$ cat src/cmdd_map.vh
// Constants for the bus command decoder: strobe levels, address
// decode boundaries and pin enable levels.
// Assumes a 20-bit memory address and a 16-bit I/O port address.
`ifndef CMDD_MAP_VH
`define CMDD_MAP_VH

// ****************************************
// Address decode
// ****************************************
`define CMDD_MEM_SPLIT_BIT 19
`define CMDD_IO_TOP_MSB 15
`define CMDD_IO_TOP_LSB 12
`define CMDD_IO_TOP_NIBBLE 4'hf

// ****************************************
// Levels
// ****************************************
`define CMDD_SEL_MEM 1'b1
`define CMDD_INACTIVE_HI 1'b1
`define CMDD_DRIVE_OE_N 1'b0
`define CMDD_FLOAT_OE_N 1'b1
`define CMDD_ONB_IDLE 1'b0
`define CMDD_ACK_IDLE 1'b0
`define CMDD_ADDR_IDLE 20'h00000

`endif

$ cat src/cmdd_cell.v
// Active-low command decoder cell, built from OR terms.
// Assumes all inputs are already synchronised to the caller's clock.
`timescale 1ns/1ps
`include "cmdd_map.vh"

module cmdd_cell (
    // Qualifiers
    input wire mem_not_io_select,
    input wire read_strobe_n,
    input wire write_strobe_n,
    input wire irq_ack_strobe_in,
    input wire command_enable_in,
    input wire output_float_enable,
    // Decoded commands, low active, with float control
    output wire mem_read_cmd,
    output wire mem_write_cmd,
    output wire io_read_cmd,
    output wire io_write_cmd,
    output wire irq_ack_cmd,
    output wire cmd_float_n
);

// ****************************************
// OR-gate decode
// ****************************************
// Any high OR term forces the output inactive high
assign mem_read_cmd = ~mem_not_io_select | read_strobe_n | command_enable_in;
assign mem_write_cmd = ~mem_not_io_select | write_strobe_n | command_enable_in;
assign io_read_cmd = mem_not_io_select | read_strobe_n | command_enable_in;
assign io_write_cmd = mem_not_io_select | write_strobe_n | command_enable_in;
assign irq_ack_cmd = irq_ack_strobe_in;
// Address enable alone decides driving versus floating
assign cmd_float_n = output_float_enable;

endmodule

$ cat src/cmdd_decoder.v
// Bus command decoder: on-board active-high and off-board active-low copies.
// Assumes processor strobes and arbiter grants arrive asynchronously.
// Operation
// - Lower memory half off-board, upper on-board
// - Ports F000-FFFF on-board, rest off-board
// - Only on-board active-high interrupt acknowledge
// - On-board commands always driven, never floating
// - Off-board commands float outside off-board cycles
// - Request bus for off-board read or write
// - Command enable gates; address enable floats
// - Decoder cell is OR logic
// - On-board copy uses inverted outputs
// - Memory read needs select high, read and enable low
// - I/O read needs select, read, enable low
// - I/O write needs select, write, enable low
// - Acknowledge follows strobe, always driven, never floats
// - On-board enable qualifies; its float disabled
`timescale 1ns/1ps
`include "cmdd_map.vh"

module cmdd_decoder (
    // Clock and reset
    input wire clock,
    input wire resetn,
    // Processor strobes, low active except select and acknowledge
    input wire mem_not_io_select,
    input wire read_strobe_n,
    input wire write_strobe_n,
    input wire irq_ack_strobe_in,
    input wire [19:0] cpu_address,
    // Arbiter grants, low active
    input wire command_enable_in,
    input wire offboard_address_enable,
    // Arbiter request, low active, output enable low while driven
    output reg offboard_bus_request,
    output wire offboard_bus_request_oe_n,
    // On-board commands, high active, always driven
    output reg onb_mem_read_cmd,
    output reg onb_mem_write_cmd,
    output reg onb_io_read_cmd,
    output reg onb_io_write_cmd,
    output reg irq_ack_cmd,
    // Off-board commands, low active, three-state
    output reg offb_mem_read_cmd,
    output reg offb_mem_write_cmd,
    output reg offb_io_read_cmd,
    output reg offb_io_write_cmd,
    output reg offb_cmd_oe_n
);

// ****************************************
// Input synchronisers
// ****************************************
// Stage one of each synchroniser; nothing but stage two reads these
reg mio_a;
reg rd_n_a;
reg wr_n_a;
reg irq_ack_cmd_a;
reg command_enable_in_n_a;
reg aen_n_a;
reg [19:0] addr_a;
// Stage two; the decode logic reads only these
reg s_mio;
reg s_rd_n;
reg s_wr_n;
reg s_irq_ack_cmd;
reg s_command_enable_in_n;
reg s_aen_n;
reg [19:0] s_addr;

// Memory or I/O select; idles as a memory cycle
always @(posedge clock) begin
    if (!resetn) begin
        mio_a <= `CMDD_SEL_MEM;
        s_mio <= `CMDD_SEL_MEM;
    end else begin
        mio_a <= mem_not_io_select;
        s_mio <= mio_a;
    end
end

// Read strobe; idles inactive high so no command leaks out of reset
always @(posedge clock) begin
    if (!resetn) begin
        rd_n_a <= `CMDD_INACTIVE_HI;
        s_rd_n <= `CMDD_INACTIVE_HI;
    end else begin
        rd_n_a <= read_strobe_n;
        s_rd_n <= rd_n_a;
    end
end

// Write strobe; idles inactive high
always @(posedge clock) begin
    if (!resetn) begin
        wr_n_a <= `CMDD_INACTIVE_HI;
        s_wr_n <= `CMDD_INACTIVE_HI;
    end else begin
        wr_n_a <= write_strobe_n;
        s_wr_n <= wr_n_a;
    end
end

// Acknowledge strobe; idles low so no false acknowledge follows reset
always @(posedge clock) begin
    if (!resetn) begin
        irq_ack_cmd_a <= `CMDD_ACK_IDLE;
        s_irq_ack_cmd <= `CMDD_ACK_IDLE;
    end else begin
        irq_ack_cmd_a <= irq_ack_strobe_in;
        s_irq_ack_cmd <= irq_ack_cmd_a;
    end
end

// Command enable from the arbiter; idles withheld
always @(posedge clock) begin
    if (!resetn) begin
        command_enable_in_n_a <= `CMDD_INACTIVE_HI;
        s_command_enable_in_n <= `CMDD_INACTIVE_HI;
    end else begin
        command_enable_in_n_a <= command_enable_in;
        s_command_enable_in_n <= command_enable_in_n_a;
    end
end

// Address enable from the arbiter; idles floating
always @(posedge clock) begin
    if (!resetn) begin
        aen_n_a <= `CMDD_FLOAT_OE_N;
        s_aen_n <= `CMDD_FLOAT_OE_N;
    end else begin
        aen_n_a <= offboard_address_enable;
        s_aen_n <= aen_n_a;
    end
end

// Address; bits may skew while it settles, but the strobes come later anyway
always @(posedge clock) begin
    if (!resetn) begin
        addr_a <= `CMDD_ADDR_IDLE;
        s_addr <= `CMDD_ADDR_IDLE;
    end else begin
        addr_a <= cpu_address;
        s_addr <= addr_a;
    end
end

// ****************************************
// Target decode
// ****************************************
// Memory half split on the top address bit, I/O on the top nibble
wire upper_mem = s_addr[`CMDD_MEM_SPLIT_BIT];
wire top_ports = (s_addr[`CMDD_IO_TOP_MSB:`CMDD_IO_TOP_LSB] == `CMDD_IO_TOP_NIBBLE);
wire is_mem = (s_mio == `CMDD_SEL_MEM);
wire cycle_any = ~s_rd_n | ~s_wr_n;
wire onboard_target = is_mem ? upper_mem : top_ports;
wire offboard_select_term = cycle_any & ~onboard_target;
// Low active enable, as the cell expects
wire onboard_decoder_enable = ~onboard_target;

// ****************************************
// Decoder cells
// ****************************************
wire off_mrd;
wire off_mwt;
wire off_ior;
wire off_iow;
wire off_float_n;
wire on_mrd;
wire on_mwt;
wire on_ior;
wire on_iow;
wire on_irq_ack_cmd;

// Off-board copy: no acknowledge, floats under the arbiter's address enable
cmdd_cell off_cell (
    .mem_not_io_select(s_mio),
    .read_strobe_n(s_rd_n),
    .write_strobe_n(s_wr_n),
    .irq_ack_strobe_in(`CMDD_INACTIVE_HI),
    .command_enable_in(s_command_enable_in_n),
    .output_float_enable(s_aen_n),
    .mem_read_cmd(off_mrd),
    .mem_write_cmd(off_mwt),
    .io_read_cmd(off_ior),
    .io_write_cmd(off_iow),
    .irq_ack_cmd(),
    .cmd_float_n(off_float_n)
);

// On-board copy: same cell, outputs inverted to high active; ack enters inverted
cmdd_cell on_cell (
    .mem_not_io_select(s_mio),
    .read_strobe_n(s_rd_n),
    .write_strobe_n(s_wr_n),
    .irq_ack_strobe_in(~s_irq_ack_cmd),
    .command_enable_in(onboard_decoder_enable),
    .output_float_enable(`CMDD_DRIVE_OE_N),
    .mem_read_cmd(on_mrd),
    .mem_write_cmd(on_mwt),
    .io_read_cmd(on_ior),
    .io_write_cmd(on_iow),
    .irq_ack_cmd(on_irq_ack_cmd),
    .cmd_float_n()
);

// ****************************************
// Output registers
// ****************************************
// On-board memory read; held at a level through reset too, never floating
always @(posedge clock) begin
    if (!resetn) begin
        onb_mem_read_cmd <= `CMDD_ONB_IDLE;
    end else begin
        onb_mem_read_cmd <= ~on_mrd;
    end
end

// On-board memory write; the enable already limits it to the upper half
always @(posedge clock) begin
    if (!resetn) begin
        onb_mem_write_cmd <= `CMDD_ONB_IDLE;
    end else begin
        onb_mem_write_cmd <= ~on_mwt;
    end
end

// On-board port read, top port range only
always @(posedge clock) begin
    if (!resetn) begin
        onb_io_read_cmd <= `CMDD_ONB_IDLE;
    end else begin
        onb_io_read_cmd <= ~on_ior;
    end
end

// On-board port write, top port range only
always @(posedge clock) begin
    if (!resetn) begin
        onb_io_write_cmd <= `CMDD_ONB_IDLE;
    end else begin
        onb_io_write_cmd <= ~on_iow;
    end
end

// Acknowledge, on-board only; the cell's inversion is undone here
always @(posedge clock) begin
    if (!resetn) begin
        irq_ack_cmd <= `CMDD_ACK_IDLE;
    end else begin
        irq_ack_cmd <= ~on_irq_ack_cmd;
    end
end

// Off-board memory read; qualified only by the arbiter's command enable
always @(posedge clock) begin
    if (!resetn) begin
        offb_mem_read_cmd <= `CMDD_INACTIVE_HI;
    end else begin
        offb_mem_read_cmd <= off_mrd;
    end
end

// Off-board memory write
always @(posedge clock) begin
    if (!resetn) begin
        offb_mem_write_cmd <= `CMDD_INACTIVE_HI;
    end else begin
        offb_mem_write_cmd <= off_mwt;
    end
end

// Off-board port read
always @(posedge clock) begin
    if (!resetn) begin
        offb_io_read_cmd <= `CMDD_INACTIVE_HI;
    end else begin
        offb_io_read_cmd <= off_ior;
    end
end

// Off-board port write
always @(posedge clock) begin
    if (!resetn) begin
        offb_io_write_cmd <= `CMDD_INACTIVE_HI;
    end else begin
        offb_io_write_cmd <= off_iow;
    end
end

// Off-board float control; grants only come once the arbiter owns the bus
always @(posedge clock) begin
    if (!resetn) begin
        offb_cmd_oe_n <= `CMDD_FLOAT_OE_N;
    end else begin
        offb_cmd_oe_n <= off_float_n;
    end
end

// Bus request; registered so a settling address cannot glitch the arbiter
always @(posedge clock) begin
    if (!resetn) begin
        offboard_bus_request <= `CMDD_INACTIVE_HI;
    end else begin
        offboard_bus_request <= ~offboard_select_term;
    end
end

// Request line is always driven
assign offboard_bus_request_oe_n = `CMDD_DRIVE_OE_N;

endmodule

$ cat config.mk
export PLATFORM = sky130hd
export DESIGN_NAME = cmdd_decoder
export DESIGN_NICKNAME = d
export VERILOG_FILES = /design/src/cmdd_cell.v /design/src/cmdd_decoder.v
export VERILOG_INCLUDE_DIRS = /design/src
export SDC_FILE = /design/constraint.sdc
export NUM_CORES = 1
export LEC_CHECK = 0
export BUFFER_PORTS_ARGS = -buffer_cell sky130_fd_sc_hd__buf_2
export CAP_MARGIN = 30
export CORE_AREA = 2 2 47 60
export DETAILED_ROUTE_END_ITERATION = 12
export DIE_AREA = 0 0 49 62
export GPL_ROUTABILITY_DRIVEN = 0
export PLACE_DENSITY_LB_ADDON = 0.12
export SLEW_MARGIN = 20
export SYNTH_ARGS = -nofsm -noshare
export SYNTH_HDL_FRONTEND = slang
export SYNTH_SLANG_ARGS = --single-unit
export TNS_END_PERCENT = 30
$ cat constraint.sdc
create_clock -name clock -period 0.9 [get_ports clock]
set_input_delay 0 -clock clock [delete_from_list [all_inputs] [get_ports clock]]
set_output_delay 0 -clock clock [all_outputs]
set_load 0.05 [all_outputs]
# Word level (Yosys, flattened, before mapping)
# Cells that the tools add are included.
# W data, S select, Z words.
# totals
reg_bits,63
elab_cells,50
input_bits,28
# classes
n_eq_ne,1
bitwise,23
muxes,1
# op_table
cell,n
$or A1 B1 Y1,13
$not A1 Y1,9
$eq A4 B4 Y1 const B,1
$and A1 B1 Y1,1
$mux W1,1

# Logic depth before layout (Yosys ltp)
# Gate-level depths: netlist of run 1.
# depth
depth_word,5
mapped_depth,3
ltp_nobuf,2

# Hierarchy
# A second synthesis of run 1 with hierarchy kept.
# unflattened
hier_cells,89
area_unflattened_um2,1027.2
# by_module_without_submodules
mod,n_inst,area_per_inst_um2,cells_per_inst
cmdd_decoder,1,937.1,77
cmdd_cell,2,45.0,6

# Worst setup path after synthesis of run 1
# Ideal clock, no wire load.
# synth_path
path_type,reg-to-reg
from,"register s_mio, in the netlist is_mem"
to,register offboard_bus_request
path_buffers,1
arrival_ns,0.682
stages_incl_launch_ff,4
synth_period_minus_slack_ns,0.811
setup_time_ns,0.129
setup_slack_ns,0.089
cell_sequence,dfxtp_1 buf_2 a22oi_1 o211ai_1
# synth_via
elab_chain_len,4
# synth_lines
element,line_no,rtl
from (decl),cmdd_decoder.v:63,reg s_mio;
from (signal assigned),cmdd_decoder.v:75,s_mio <= `CMDD_SEL_MEM;
from (signal assigned),cmdd_decoder.v:78,s_mio <= mio_a;
$mux W1,cmdd_decoder.v:156,wire onboard_target = is_mem ? upper_mem : top_ports;
$not A1 Y1,cmdd_decoder.v:157,wire offboard_select_term = cycle_any & ~onboard_target;
$and A1 B1 Y1,cmdd_decoder.v:157,
$not A1 Y1,cmdd_decoder.v:305,offboard_bus_request <= ~offboard_select_term;
to (signal assigned),cmdd_decoder.v:303,offboard_bus_request <= `CMDD_INACTIVE_HI;
to (signal assigned),cmdd_decoder.v:305,
to (decl),cmdd_decoder.v:35,"output reg offboard_bus_request,"
# Every way passes these cells.
# A chain may end at the register's enable or synchronous reset.

# Final worst setup path of run 1
# layout_path
from,register onb_mem_read_cmd
to,output onb_mem_read_cmd
# layout_lines
element,line_no,rtl
from (decl),cmdd_decoder.v:38,"output reg onb_mem_read_cmd,"
from (signal assigned),cmdd_decoder.v:213,onb_mem_read_cmd <= `CMDD_ONB_IDLE;
from (signal assigned),cmdd_decoder.v:215,onb_mem_read_cmd <= ~on_mrd;
# No word-level cell between the ends.

==> run_results.csv, run 1 <==
group,metric,value,unit
run_status,status,"finished, final reports clean",
grt,antenna_found_initial,0,
worst_setup_path,slowest_delay,0.31,ns
floorplanning,placementRows,21,
routing,drc,0,
min_path,hold_start,"read_strobe_n",
logic_synthesis,ys_top_cells_by_area,"dfxtp_1 70%, nand2b_1 9.9%, and2_1 8.6%",
place,place_hpwl,772.6,um
place,port_buffers,23,
logic_synthesis,yosysWarnings,0,
cts,cts_root_buf,"clkbuf_4",
cts,cts.sinks,33,
floorplanning,dieArea,3038,um^2
power,power_leakage,0.5510,nW
place,dp_cells,133,
logic_synthesis,ys_ff_latch,33,
floorplanning,io_pins,40,
timing,min_period_over_period,93.89,%
timing,setup_violations,0,
grt,grt_pass1_wl,2083,um
min_path,hold_end,"rd_n_a",
worst_setup_path,cp.buffers_inverters,1,
floorplanning,die_x,49,um
cts,htreeDepth,2,
timing,fmax,1183,MHz
logic_synthesis,syn-num-nets,107,
worst_setup_path,r2r_cells,2,
worst_setup_path,reg2reg_slack,0.09,ns
cts,cts_buffers,5,
layout,drive_above_1_share,27.73,%
cts,path_clk_slew,0.09,ns
logic_synthesis,syn_area,945.9,um^2
layout,stdcell_count,153,
grt,grt_pass1_vias,546,
grt,grt_use_total,9.974,%
worst_setup_path,critPathLaunchType,"register",
worst_setup_path,path_max_fanout,1,
timing,period_minus_slack,0.8450,ns
timing,slew_violations,0,
cts,cts_tree,"done",
run,drv_cap,0,
cts,postCtsSetupRepairBufs,0,
worst_setup_path,end_kind,"primary output",
layout,antenna_cells,0,
floorplanning,die_y,62,um
min_path,hold_path.class,"primary input to register",
timing,setup_tns,0,ns
worst_setup_path,critical_path_class,"register to primary output",
logic_synthesis,synth_cells,79,
logic_synthesis,yosysSeqAreaShare,69.84,%
layout,syn_to_final_growth,39.02,%
worst_setup_path,rr_startpoint,"is_mem",
power,ir_drop,1.385,mV
grt,gr-total-overflow,0,
worst_setup_path,r2r_end,"offboard_bus_request",
timing,rsz0062_at_grt,"true",
cts,cts_max_path_buffers,2,
logic_synthesis,synth.top_cell.area_share,69.84,%
power,p_per_area,2114,nW/um^2
logic_synthesis,synth_top_area_cell,"dfxtp_1",
routing,first_pass_iters,3,
logic_synthesis,avgSynthCellArea,11.97,um^2
logic_synthesis,yosysUniqueCellTypes,16,
layout,final_common_cell,"dfxtp_1",
routing,via_count,596,
routing,ant_nets,0,
routing,wl_per_cell,7.882,um
worst_setup_path,worst_ep_required_time,0.90,ns
routing,finalWirelength,1206,um
worst_setup_path,crit_family,"flip-flops",
grt,grt_max_degree,25,
worst_setup_path,crit_chain,"clkbuf_4",
layout,top_regs,"addr_a x5, s_addr x5",
worst_setup_path,arrival,0.85,ns
routing,routed_via_density,3.895,
routing,drtIter0Drc,18,
cts,clock_latency,0.31,ns
timing,clock_skew,0.005541,ns
min_path,whs_path_depth,3,
layout,layout_common_cells,"33 x dfxtp_1, 15 x nand2b_1, 13 x and2_1, 12 x dlygate4sd3_1, 12 x buf_2",
floorplanning,core_area,2549,um^2
layout,finalNetCount,146,
floorplanning,start_util,37.11,%
layout,fin_util,51.60,%
worst_setup_path,slowest_stage,"dfxtp_1",
timing,hold_viol,0,
## per-stage QoR
stage          total power [mW]  instance area [um^2]  setup slack [ns]  hold WS [ns]
5_1_grt                   2.910                  1315         -0.006524        0.3753
4_1_cts                   2.827                  1303         0.0003884        0.3738
2_1_floorplan             1.649                 945.9           0.08939        0.1015
3_3_place_gp              1.678                  1082            0.1117        0.1809
3_5_place_dp              1.681                  1082            0.1035        0.1834
6_report                  2.780                  1315           0.05496        0.3939
## worst register-to-register path, stage by stage (launching register included)
cell and delay (ns):
dfxtp_1 0.37, a22oi_1 0.21, o211ai_1 0.11
## power by group
group	internal [mW]	switching, mW
sequential	1.51	0.0154
combinational	0.0931	0.0692
clock	0.663	0.429
## how the worst max path moves through the flow
stage	from	endpoint	slack (ns)	cells after the start
6_report	onb_mem_read_cmd	onb_mem_read_cmd	0.05	1
3_3_place_gp	is_mem	offboard_bus_request	0.11	2
4_1_cts	onb_mem_read_cmd	onb_mem_read_cmd	0.0004	1
2_1_floorplan	is_mem	offboard_bus_request	0.09	3
3_5_place_dp	is_mem	offboard_bus_request	0.10	2
5_1_grt	onb_mem_read_cmd	onb_mem_read_cmd	-0.007	1
## synthesized netlist by cell type, drive strengths merged
master and n:
o211ai 1, buf 4, nor3 2, nor2 2, nor3b 2, nand2 3
clkbuf 1, dfxtp 33, nand4 1, a22oi 1, and2 13, nand2b 15
conb 1
## cell families (layout without fill, tap and decap cells)
family          after synthesis  count (layout)  synth area share (%)
other cells                   1               1                0.3964
buf+inv                       5              45                 3.837
flops                        33              33                 69.84
simple gates                 38              38                 24.34
compound gates                2               2                 1.588
## layer usage
layer | GRT usage (%) | wire length, um | share of wire [%]
met5 | 0 | 0 | 0
met4 | 12.24 | 40 | 3.3
met3 | 3.828 | 90 | 7.5
met2 | 16.63 | 577 | 48
met1 | 8.775 | 498 | 41
## cell type report
cell class,instances,area [um^2]
flip-flops and latches,33,660.6
clock inverters,1,30.03
repair buffers,37,277.8
fillers,248,1234
multi-input cells,41,249.0
clock buffers,7,55.05
well taps,34,42.54
## what timing repair did
| action | 4_1_cts | 5_1_grt |
|---|---|---|
| resized for setup | 6 | 6 |
| hold buffers | 12 | 0 |
| endpoints found under the hold margin | 16 | 0 |
| setup endpoints to repair | 6 | 5 |
Power figures use the tool's default switching activity.
==> run 2, diff against run 1 <==
--- a/config.mk
+++ b/config.mk
@@ -8,9 +8,10 @@
 export LEC_CHECK = 0
 export BUFFER_PORTS_ARGS = -buffer_cell sky130_fd_sc_hd__buf_2
 export CAP_MARGIN = 30
-export CORE_AREA = 2 2 47 60
+export CORE_AREA = 2 2 45 58
+export CTS_BUF_LIST = sky130_fd_sc_hd__clkbuf_4 sky130_fd_sc_hd__clkbuf_8
 export DETAILED_ROUTE_END_ITERATION = 12
-export DIE_AREA = 0 0 49 62
+export DIE_AREA = 0 0 47 60
 export GPL_ROUTABILITY_DRIVEN = 0
 export PLACE_DENSITY_LB_ADDON = 0.12
 export SLEW_MARGIN = 20
==> run 2 against run 1 <==
Via count grew 3.5%. Sequential power is essentially flat. Flip-flop and latch count unchanged. First-iteration DRC count fell by 56%. Clock power fell by 24%. Critical path depth stayed put. Final cell count shrank 0.65%. Cell area is 1.6% lower. Worst setup slack worse by 0.0084 ns. Routed wire length is 6.2% lower. Critical path type unchanged.
==> run_results.csv, run 2 (synthesized netlist as in run 1, its figures left out) <==
group,metric,value,unit
run_status,status,"finished, final reports clean",
grt,grt_use_total,10.88,%
worst_setup_path,cp.buffers_inverters,1,
cts,path_clk_slew,0.08,ns
layout,syn_to_final_growth,36.77,%
timing,layout_setup_ws,0.04656,ns
power,p_per_area,1940,nW/um^2
floorplanning,placementRows,20,
layout,fin_util,56.20,%
routing,finalWirelength,1131,um
grt,gr-total-overflow,0,
grt,antenna_found_initial,0,
power,ir_drop,1.224,mV
timing,min_period_over_period,94.83,%
grt,grt_pass1_wl,2001,um
routing,first_pass_iters,4,
floorplanning,start_util,41.09,%
place,place_ws,0.1139,ns
worst_setup_path,crit_family,"flip-flops",
cts,cts.sinks,33,
worst_setup_path,reg2reg_slack,0.10,ns
layout,layout_common_cells,"33 x dfxtp_1, 15 x nand2b_1, 15 x clkbuf_4, 13 x and2_1",
worst_setup_path,end_kind,"primary output",
floorplanning,io_pins,40,
power,seqPwrFrac,60.8,%
worst_setup_path,critical_path_class,"register to primary output",
worst_setup_path,arrival,0.85,ns
timing,setup_tns,0,ns
power,finalPower,2.510,mW
cts,htreeDepth,2,
layout,finalNetCount,146,
floorplanning,core_area,2302,um^2
timing,period_minus_slack,0.8534,ns
cts,cts_max_path_buffers,2,
timing,fmax,1172,MHz
cts,cts_tree,"done",
worst_setup_path,slowest_delay,0.32,ns
grt,grt_pass1_vias,502,
floorplanning,die_y,60,um
cts,cts_buffers,5,
routing,via_count,617,
worst_setup_path,critPathLaunchType,"register",
grt,grt_max_degree,23,
worst_setup_path,slowest_stage,"dfxtp_1",
timing,holdWs,0.3871,ns
power,p_sw,0.5054,mW
cts,clock_latency,0.32,ns
routing,routed_via_density,4.059,
place,port_buffers,23,
worst_setup_path,path_max_fanout,1,
timing,slew_violations,0,
power,p_comb_share,6.5,%
power,p_sw_share,20.13,%
worst_setup_path,crit_chain,"clkbuf_4",
run,drv_cap,0,
layout,drive_above_1_share,29.41,%
routing,drtIter0Drc,8,
cts,cts_root_buf,"clkbuf_4",
power,clkPwrFrac,32.8,%
min_path,hold_path.class,"primary input to register",
routing,ant_nets,0,
timing,hold_viol,0,
worst_setup_path,worst_ep_required_time,0.90,ns
layout,top_regs,"addr_a x5, s_addr x5",
timing,clock_skew,0.002459,ns
power,intPower,2.005,mW
routing,wl_per_cell,7.441,um
layout,antenna_cells,0,
layout,final_common_cell,"dfxtp_1",
floorplanning,dieArea,2820,um^2
floorplanning,die_x,47,um
timing,setup_violations,0,
cts,postCtsSetupRepairBufs,0,
routing,drc,0,
power,power_leakage,0.5438,nW
[run 2: changes by cell type in the layout (fill, tap and decap cells not counted)]
| cell | delta |
|---|---|
| clkbuf_4 | +6 |
| buf_4 | -3 |
| bufinv_16 | -1 |
| clkbuf_1 | -1 |
| clkbuf_8 | -1 |
| nor3b_1 | -1 |
| nor3b_2 | +1 |
[run 2: worst reg2reg max path, cell delays in order (launching register included)]
cell and delay (ns):
dfxtp_1 0.36, a22oi_1 0.20, o211ai_1 0.12
[run 2: layer usage]
metal  GRT usage (%)  wire length (um)
met5               0                 0
met4           8.333                35
met3           7.553               100
met2           15.46               529
met1           10.67               466
[run 2: power groups by stage]
stage | Combinational, mW | Sequential (mW) | Clock [mW]
after floorplan | 0.0750 | 1.57 | 0
after global placement | 0.119 | 1.56 | 0
after detailed placement | 0.121 | 1.56 | 0
after CTS | 0.162 | 1.53 | 0.857
after global routing | 0.180 | 1.53 | 0.919
final | 0.162 | 1.53 | 0.823
[run 2: path summary, 6_finish.rpt]
| kind | startpoint | end | cells after the start |
|---|---|---|---|
| setup reg to reg | is_mem | offboard_bus_request | 2 |
| hold / removal | write_strobe_n | wr_n_a | 3 |
| hold reg to reg | mio_a | is_mem | 1 |
| setup / recovery | onb_io_write_cmd | onb_io_write_cmd | 1 |
[run 2: metrics by stage]
| stage | cell area, um^2 | instances |
|---|---|---|
| detailed placement | 1081 | 132 |
| global placement | 1081 | 132 |
| CTS | 1269 | 152 |
| finish | 1294 | 152 |
| global route | 1294 | 152 |
| floorplan | 945.9 | 79 |
[run 2: area by class of cell]
cell class,instances,area (um^2)
multi-input cells,41,254.0
well taps,33,41.29
repair buffers,37,277.8
flip-flops and latches,33,660.6
fillers,219,1008
clock buffers,8,60.06
[run 2: timing repair]
| action | 4_1_cts | 5_1_grt |
|---|---|---|
| hold buffers | 12 | 0 |
| resized for setup | 3 | 10 |
| endpoints found under the setup margin | 3 | 10 |
| endpoints found under the hold margin | 16 | 0 |
